[src/inc/usf_consts.vh]
// Constants for the SOF frame-number capture and endpoint interrupt enable block.
// Assumes inclusion by bare name from design files; definitions only.
`ifndef USF_CONSTS_VH
`define USF_CONSTS_VH

// ----------------------------------------------------------------------------
// Register byte addresses (printed offsets are not all multiples of four,
// so each printed offset is an index and the byte address is four times it)
// ----------------------------------------------------------------------------
`define USF_IDX_SOF_FRAME_INDEX_LOW     8'hba
`define USF_IDX_SOF_FRAME_INDEX_HIGH    8'hbb
`define USF_IDX_EP_IEN       8'hbc
`define USF_IDX_IRQ_STAT     8'hbd
`define USF_IDX_IRQ_EN       8'hbe
`define USF_IDX_IRQ_CLR      8'hbf
`define USF_ADDR_W           12

// ----------------------------------------------------------------------------
// Field positions in the high register
// ----------------------------------------------------------------------------
`define USF_HI_GOOD_BIT      5
`define USF_HI_BAD_BIT       4

// ----------------------------------------------------------------------------
// Interrupt status bit positions
// ----------------------------------------------------------------------------
`define USF_ST_SOF_BIT       0
`define USF_ST_EP_BIT        1
`define USF_ST_W             2

// ----------------------------------------------------------------------------
// Reset values and endpoint count
// ----------------------------------------------------------------------------
`define USF_RST_BYTE         8'h00
`define USF_EP_N             6

`endif

[src/design/usf_top.v]
// USB SOF frame number capture and endpoint interrupt enable, APB slave.
// Assumes APB master on i_clk; receiver pulses and endpoint sources synchronous.
//
// Function
// - Enable bits 0-5 gate endpoint interrupts
// - Reserved bits read zero; software writes zero
// - Good flag set on clean SOF
// - Bad flag set on corrupted SOF
// - Both flags refreshed every SOF
// - SOF interrupt raised at PID receipt
// - Frame number split high 3, low 8
// - Frame number loaded even when corrupted
// - Frame registers read-only, writes ignored
// - Endpoint interrupt needs flag and enable
// - Flag follows any source, auto-clears
//
// Implementation choice: the APB register port.
`timescale 1ns/100ps
`default_nettype none
`include "usf_consts.vh"

module usf_top (
    // Clock and reset
    input  wire                       i_clk,
    input  wire                       i_rst_b,
    // APB slave
    input  wire                       i_psel,
    input  wire                       i_penable,
    input  wire                       i_pwrite,
    input  wire [`USF_ADDR_W-1:0]     i_paddr,
    input  wire [31:0]                i_pwdata,
    output reg  [31:0]                o_prdata,
    output reg                        o_pready,
    output reg                        o_pslverr,
    // SOF receiver
    input  wire                       i_sof_pid,
    input  wire                       i_sof_done,
    input  wire [10:0]                i_sof_frame,
    input  wire                       i_sof_crc_bad,
    // Endpoint status sources, five per endpoint
    input  wire [`USF_EP_N*5-1:0]     i_ep_src,
    // Interrupt and flag outputs
    output reg  [`USF_EP_N-1:0]       o_ep_flag,
    output reg                        o_sof_flag,
    output reg                        o_irq
);

    // ------------------------------------------------------------------------
    // Address map in bytes
    // ------------------------------------------------------------------------
    localparam [`USF_ADDR_W-1:0] A_LOW  = {2'b00, `USF_IDX_SOF_FRAME_INDEX_LOW, 2'b00};
    localparam [`USF_ADDR_W-1:0] A_HIGH = {2'b00, `USF_IDX_SOF_FRAME_INDEX_HIGH, 2'b00};
    localparam [`USF_ADDR_W-1:0] A_IEN  = {2'b00, `USF_IDX_EP_IEN, 2'b00};
    localparam [`USF_ADDR_W-1:0] A_STAT = {2'b00, `USF_IDX_IRQ_STAT, 2'b00};
    localparam [`USF_ADDR_W-1:0] A_EN   = {2'b00, `USF_IDX_IRQ_EN, 2'b00};
    localparam [`USF_ADDR_W-1:0] A_CLR  = {2'b00, `USF_IDX_IRQ_CLR, 2'b00};

    // ------------------------------------------------------------------------
    // Registers and internal signals
    // ------------------------------------------------------------------------
    reg  [`USF_EP_N-1:0]  ep_allow_reg;    // Endpoint enables, software owned
    reg  [`USF_ST_W-1:0]  stat_reg;        // Sticky event status
    reg  [`USF_ST_W-1:0]  stat_next;       // Next status
    reg  [`USF_ST_W-1:0]  en_reg;          // Status interrupt enables
    reg  [31:0]           rd_next;         // Read mux result
    reg                   hit;             // Address decodes to a register
    wire [10:0]           frame;           // Captured frame number
    wire                  fr_good;         // Last SOF clean
    wire                  fr_bad;          // Last SOF corrupted
    wire                  sof_evt;         // PID seen pulse
    wire [`USF_EP_N-1:0]  ep_flag;         // Endpoint flags
    wire                  ep_irq;          // Enabled endpoint interrupt
    wire                  acc;             // APB access phase
    wire                  wr;              // Write takes effect
    wire [`USF_ST_W-1:0]  clr;             // Write-one-to-clear mask
    wire [`USF_ST_W-1:0]  evt;             // Events this cycle
    reg                   ep_irq_dly;      // Previous endpoint interrupt level

    // ------------------------------------------------------------------------
    // Sub-blocks
    // ------------------------------------------------------------------------
    usf_sof_cap u_sof (
        .i_clk         (i_clk),
        .i_rst_b       (i_rst_b),
        .i_sof_pid     (i_sof_pid),
        .i_sof_done    (i_sof_done),
        .i_sof_frame   (i_sof_frame),
        .i_sof_crc_bad (i_sof_crc_bad),
        .o_frame       (frame),
        .o_good        (fr_good),
        .o_bad         (fr_bad),
        .o_sof_evt     (sof_evt)
    );

    usf_ep_irq #(
        .EP_N  (`USF_EP_N),
        .SRC_N (5)
    ) u_ep (
        .i_clk   (i_clk),
        .i_rst_b (i_rst_b),
        .i_src   (i_ep_src),
        .i_allow (ep_allow_reg),
        .o_flag  (ep_flag),
        .o_irq   (ep_irq)
    );

    // ------------------------------------------------------------------------
    // APB decode; one wait state, so every access ends in its second access cycle
    // ------------------------------------------------------------------------
    assign acc = i_psel & i_penable;
    assign wr  = acc & i_pwrite & ~o_pready;
    assign clr = (wr && i_paddr == A_CLR) ? i_pwdata[`USF_ST_W-1:0]
                                           : {`USF_ST_W{1'b0}};
    // Endpoint event is the rising edge of the enabled level
    assign evt = {ep_irq & ~ep_irq_dly, sof_evt};

    // Read mux; reserved bits come back as zero
    always @* begin
        rd_next = 32'h0000_0000;
        hit     = 1'b1;
        case (i_paddr)
            A_LOW: begin
                rd_next[7:0] = frame[7:0];
            end
            A_HIGH: begin
                rd_next[2:0] = frame[10:8];
                rd_next[`USF_HI_GOOD_BIT] = fr_good;
                rd_next[`USF_HI_BAD_BIT]  = fr_bad;
            end
            A_IEN: begin
                rd_next[`USF_EP_N-1:0] = ep_allow_reg;
            end
            A_STAT: begin
                rd_next[`USF_ST_W-1:0] = stat_reg;
            end
            A_EN: begin
                rd_next[`USF_ST_W-1:0] = en_reg;
            end
            A_CLR: begin
                rd_next = 32'h0000_0000;                             // Write-only
            end
            default: begin
                hit = 1'b0;
            end
        endcase
    end

    // ------------------------------------------------------------------------
    // APB answer: pready one cycle into access, error on unmapped address
    // ------------------------------------------------------------------------
    always @(posedge i_clk) begin
        if (!i_rst_b) begin
            o_pready  <= 1'b0;
            o_pslverr <= 1'b0;
            o_prdata  <= 32'h0000_0000;
        end else if (acc && !o_pready) begin
            o_pready  <= 1'b1;
            o_pslverr <= ~hit;
            o_prdata  <= i_pwrite ? 32'h0000_0000 : rd_next;
        end else begin
            o_pready  <= 1'b0;
            o_pslverr <= 1'b0;
            o_prdata  <= 32'h0000_0000;
        end
    end

    // ------------------------------------------------------------------------
    // Software registers; frame registers take no write at all
    // ------------------------------------------------------------------------
    always @(posedge i_clk) begin
        if (!i_rst_b) begin
            ep_allow_reg <= {`USF_EP_N{1'b0}};
            en_reg       <= {`USF_ST_W{1'b0}};
        end else if (wr) begin
            // Writes to A_LOW and A_HIGH fall through untouched
            if (i_paddr == A_IEN) begin
                ep_allow_reg <= i_pwdata[`USF_EP_N-1:0];
            end
            if (i_paddr == A_EN) begin
                en_reg <= i_pwdata[`USF_ST_W-1:0];
            end
        end
    end

    // Sticky status: a set in the clearing cycle wins
    always @* begin
        stat_next = (stat_reg & ~clr) | evt;
    end

    always @(posedge i_clk) begin
        if (!i_rst_b) begin
            stat_reg   <= {`USF_ST_W{1'b0}};
            ep_irq_dly <= 1'b0;
        end else begin
            stat_reg   <= stat_next;
            ep_irq_dly <= ep_irq;
        end
    end

    // ------------------------------------------------------------------------
    // Outputs, all registered
    // ------------------------------------------------------------------------
    always @(posedge i_clk) begin
        if (!i_rst_b) begin
            o_ep_flag  <= {`USF_EP_N{1'b0}};
            o_sof_flag <= 1'b0;
            o_irq      <= 1'b0;
        end else begin
            o_ep_flag  <= ep_flag;
            o_sof_flag <= stat_next[`USF_ST_SOF_BIT];
            // Level: any enabled sticky bit; an endpoint counts only through its edge-set sticky bit
            o_irq      <= |(stat_next & en_reg);
        end
    end

endmodule // usf_top

`default_nettype wire

[src/design/usf_ep_irq.v]
// Per-endpoint interrupt flags and enable gating.
// Assumes status sources arrive as synchronous levels, one group per endpoint.
`timescale 1ns/100ps
`default_nettype none

module usf_ep_irq #(
    parameter EP_N  = 6,               // Number of endpoints
    parameter SRC_N = 5                // Status sources per endpoint
) (
    // Clock and reset
    input  wire                   i_clk,
    input  wire                   i_rst_b,
    // Sources and enables
    input  wire [EP_N*SRC_N-1:0]  i_src,
    input  wire [EP_N-1:0]        i_allow,
    // Results
    output reg  [EP_N-1:0]        o_flag,
    output reg                    o_irq
);

    reg  [EP_N-1:0] gate_next;         // Enabled flags before registering
    genvar          g;

    // ------------------------------------------------------------------------
    // Flag per endpoint: follows OR of its sources
    // ------------------------------------------------------------------------
    generate
        for (g = 0; g < EP_N; g = g + 1) begin : g_ep
            // Set on any source, drops only when all are gone
            always @(posedge i_clk) begin
                if (!i_rst_b) begin
                    o_flag[g] <= 1'b0;
                end else begin
                    o_flag[g] <= |i_src[g*SRC_N +: SRC_N];
                end
            end
        end
    endgenerate

    // Enabled flags, computed from the same sources so irq aligns with flag
    always @* begin : p_gate
        integer k;
        gate_next = {EP_N{1'b0}};
        for (k = 0; k < EP_N; k = k + 1) begin
            gate_next[k] = (|i_src[k*SRC_N +: SRC_N]) & i_allow[k];
        end
    end

    // ------------------------------------------------------------------------
    // Combined endpoint interrupt
    // ------------------------------------------------------------------------
    always @(posedge i_clk) begin
        if (!i_rst_b) begin
            o_irq <= 1'b0;
        end else begin
            o_irq <= |gate_next;
        end
    end

endmodule // usf_ep_irq

`default_nettype wire

[src/design/usf_sof_cap.v]
// Start of Frame capture: frame number and CRC result flags.
// Assumes the receiver gives a PID pulse, then a done pulse with the number.
`timescale 1ns/100ps
`default_nettype none

module usf_sof_cap (
    // Clock and reset
    input  wire        i_clk,
    input  wire        i_rst_b,
    // Receiver side
    input  wire        i_sof_pid,      // PID decoded, one-cycle pulse
    input  wire        i_sof_done,     // Packet end, one-cycle pulse
    input  wire [10:0] i_sof_frame,    // Frame number with done
    input  wire        i_sof_crc_bad,  // CRC result with done
    // Captured values
    output reg  [10:0] o_frame,
    output reg         o_good,
    output reg         o_bad,
    output reg         o_sof_evt       // One-cycle pulse on PID
);

    // ------------------------------------------------------------------------
    // Early event on the PID, before the number is known
    // ------------------------------------------------------------------------
    always @(posedge i_clk) begin
        if (!i_rst_b) begin
            o_sof_evt <= 1'b0;
        end else begin
            o_sof_evt <= i_sof_pid;
        end
    end

    // ------------------------------------------------------------------------
    // Atomic update at packet end; number loaded even when corrupted
    // ------------------------------------------------------------------------
    always @(posedge i_clk) begin
        if (!i_rst_b) begin
            o_frame <= 11'h000;
            o_good  <= 1'b0;
            o_bad   <= 1'b0;
        end else if (i_sof_done) begin
            o_frame <= i_sof_frame;
            o_good  <= ~i_sof_crc_bad;
            o_bad   <= i_sof_crc_bad;
        end
    end

endmodule // usf_sof_cap

`default_nettype wire

[config.mk]
export PLATFORM = sky130hd
export DESIGN_NAME = usf_top
export DESIGN_NICKNAME = d
export VERILOG_FILES = /design/src/design/usf_top.v /design/src/design/usf_ep_irq.v /design/src/design/usf_sof_cap.v
export VERILOG_INCLUDE_DIRS = /design/src /design/src/inc
export SDC_FILE = /design/constraint.sdc
export NUM_CORES = 1
export LEC_CHECK = 0
export BUFFER_PORTS_ARGS = -buffer_cell sky130_fd_sc_hd__buf_2
export CAP_MARGIN = 30
export CORE_MARGIN = 8
export CORE_UTILIZATION = 40
export DETAILED_ROUTE_END_ITERATION = 10
export HOLD_SLACK_MARGIN = 0.06
export PLACE_DENSITY = 0.75
export SETUP_SLACK_MARGIN = 0.1
export SLEW_MARGIN = 10
export SYNTH_ARGS = -nofsm -noshare
export SYNTH_HDL_FRONTEND = slang
export SYNTH_SLANG_ARGS = --single-unit
[constraint.sdc]
create_clock -name i_clk -period 2.56 [get_ports i_clk]
set_input_delay 0.128 -clock i_clk [delete_from_list [all_inputs] [get_ports i_clk]]
set_output_delay 0.128 -clock i_clk [all_outputs]
set_load 0.05 [all_outputs]
==> metrics.csv <==
stage,metric,value,unit
outcome,outcome,finished clean,
drt,DR iter-0 viols,112,
drt,vias per cell,4.69,
die,FP Rows,27,
worst_hold_path,hold path depth,3,
drt,drt pass-1 iters,4,
power,Int Power,1.07,mW
critical_path,r2r setup slk,1.31,ns
die,Initial Util,40.4,%
cts,CTS max path bufs,2,
drt,WL final,5.42,mm
yosys,Post-Syn Area,0.00219,mm^2
sta,Final Cycle Share,55.5,%
finish,fin cells,393,
drt,Final ANT Viol Nets,0,
yosys,Gate Count Post-Synth,224,
sta,endpoints failing hold,0,
finish,Nets,414,
critical_path,Stages on worst setup path,5,
yosys,Synth async-reset ratio,0,%
critical_path,CP top delay family,simple AND/OR/NAND/NOR gates,
sta,Final Skew,0.0108,ns
finish,footprint of the multi-input gates,0.00106,mm^2
power,VDD IR max,0.000243,V
power,Pwr Density,538,mW/mm^2
critical_path,CP Data Required Time,2.79,ns
finish,"commonest non-fill, non-tap cell in the layout",buf_2,
die,Die X,89.9,um
global_routing,met1 Use GR,14.7,%
finish,Largest regs,"u_sof.o_frame (11), o_prdata (8)",
power,Gate power share,17.2,%
critical_path,worst path cell trace,buf_2 -> or4b_4 -> nor4_1 -> and2_2 -> mux2i_1,
global_routing,met3 usage,4.32,%
finish,area occupied by registers,981,um^2
yosys,Post-Syn Area per Cell,9.76,um^2
yosys,flop and latch count out of synthesis,49,
global_routing,vias in the first global route,1946,
cts,setup bufs post-CTS,0,
critical_path,Worst EP arrival,1.66,ns
critical_path,worst-path maximum fanout,4,
global_routing,initial antenna violation count,0,
global_routing,met2 Resource Use GR,22.9,%
sta,fin. max-slew vios,0,
drt,wire per inst,13.8,um
die,CORE AREA,0.00541,mm^2
critical_path,crit path kind,in2reg,
drt,# DRC,0,
power,Clk pwr share,29.8,%
sta,RSZ-0062 raised after global routing,no,
finish,Largest Register,u_sof.o_frame,
global_routing,largest net degree at the start of global routing,47,
power,Psw,440,uW
die,Die Y,89.9,um
global_routing,GRT Residual Overflow,0,
die,# IOs,135,
sta,Hold WS,0.0706,ns
cts,CTS tree,built,
cts,CTS Hold Bufs,12,
finish,area delta synth->final,28.2,%
power,switch share,29.2,%
finish,filler cell count,541,
sta,f_max,0.703,GHz
critical_path,"Slowest-stage cell, CP",or4b_4,
drt,via count,1843,
place,# port buffers,84,
finish,# diodes,0,
cts,clk sink count,49,
cts,Root Buffer,clkbuf_8,
power,Leak,1.34,nW
finish,most frequent cells in the layout,"buf_2 (84), dfxtp_1 (49), conb_1 (24)",
cts,CTS resizes,0,
cts,H-tree depth,2,
cts,"Clk pin slew, worst setup/hold paths",0.09,ns
cts,total CTS buffers,5,
power,sequential power share,53.0,%
power,Total Power,1.51,mW
yosys,Post-synth EDFFs,0,
global_routing,global-route wire length before repair,8.93,mm
place,Detailed Place HPWL,4.19,mm
sta,total negative slack,0,ns
sta,Final Setup Violations,0,
sta,final period demand of the worst path,1.42,ns
worst_hold_path,worst min-delay path category,in2reg,
critical_path,CP bufs+invs,1,
cts,worst skew pair latency,0.31,ns
global_routing,Total GRT Usage,13.1,%
place,Post-Place Cells,373,
critical_path,"slowest stage delay, CP",0.59,ns
finish,share of cells above drive strength 1,33.0,%
critical_path,crit path capture type,register,
die,Die ar.,0.00809,mm^2
global_routing,GRT Max-Usage Layer,met2,
yosys,Synth Flop Type,dfxtp_1,
critical_path,r2r worst-path depth,4,
yosys,post-synthesis sequential area ratio,44.9,%
finish,number of flip-flops under the largest register name,11,
critical_path,startpoint class of the critical path,primary input,
job,max_cap viols,0,
yosys,Yosys warnings,0,
yosys,"Distinct cells, synth",36,
place,RePlAce Congestion,0.754,
[through the flow]
| stage | instance area (um^2) | setup WS, ns | utilization [%] |
|---|---|---|---|
| after floorplan | 2270 | 1.07 | - |
| after global placement | 2590 | 0.852 | 47.8 |
| after detailed placement | 2590 | 0.831 | 47.8 |
| after CTS | 2790 | 1.14 | 51.6 |
| after global routing | 2800 | 1.02 | 51.8 |
| final | 2800 | 1.14 | 51.8 |
[worst min-delay path, delay by kind of cell]
kind	cells	cell delay [ns]
buf+inv	1	0.10
mux	1	0.06
simple gates	1	0.05
[cell usage after synthesis, types with 3 or more instances]
cell,n,area share [%]
a21oi_1,3,0.69
o21ai_0,12,2.7
a32oi_1,3,1.2
o21a_1,7,2.4
and4_1,3,1.2
mux2_2,7,3.6
mux2i_1,20,9.2
nor2_1,9,1.5
and2_1,8,2.3
inv_1,6,1.0
nand4b_1,3,1.2
dfxtp_1,49,45
a31oi_1,3,0.86
nor2b_1,15,4.3
clkbuf_1,7,1.2
nand2_1,18,3.1
or4_1,6,2.1
buf_4,24,8.2
[power by group through the flow]
stage | combinational [mW] | sequential (mW) | clock, mW
2_1_floorplan | 0.170 | 0.840 | 0
3_3_place_gp | 0.238 | 0.814 | 0
3_5_place_dp | 0.243 | 0.816 | 0
4_1_cts | 0.257 | 0.798 | 0.459
5_1_grt | 0.279 | 0.801 | 0.493
6_report | 0.259 | 0.798 | 0.449
[area by class of cell]
| type | count | area share [%] |
|---|---|---|
| Clock inverter | 2 | 0.581 |
| Sequential cell | 49 | 35.0 |
| Multi-Input combinational cell | 160 | 37.7 |
| Timing Repair Buffer | 99 | 20.2 |
| Inverter | 6 | 0.804 |
| Tap cell | 72 | 3.22 |
| Clock buffer | 5 | 2.46 |
[logic make-up after synthesis]
kind of cell	count (synthesis)	synth area share, %
AOI/OAI and AO/OA	35	10.8
buffers and inverters	38	10.7
DFF	49	44.9
muxes	27	12.8
other	1	0.172
and+or+nand+nor	74	20.7
[path summary, 6_finish.rpt]
| check | startpoint | end |
|---|---|---|
| worst min-delay path | i_pwdata[2] | ep_allow_reg[2] |
| worst max-delay path | i_paddr[8] | en_reg[0] |
| worst min register to register | u_ep.o_flag[2] | o_ep_flag[2] |
| worst max register to register | o_pready | o_prdata[2] |
[routing by layer]
metal	vias to the layer above	routed length [um]
li1	926	-
met3	12	341
met5	-	0
met1	835	2320
met2	70	2650
met4	0	111
Note: power is estimated with default switching activity, not from simulation.
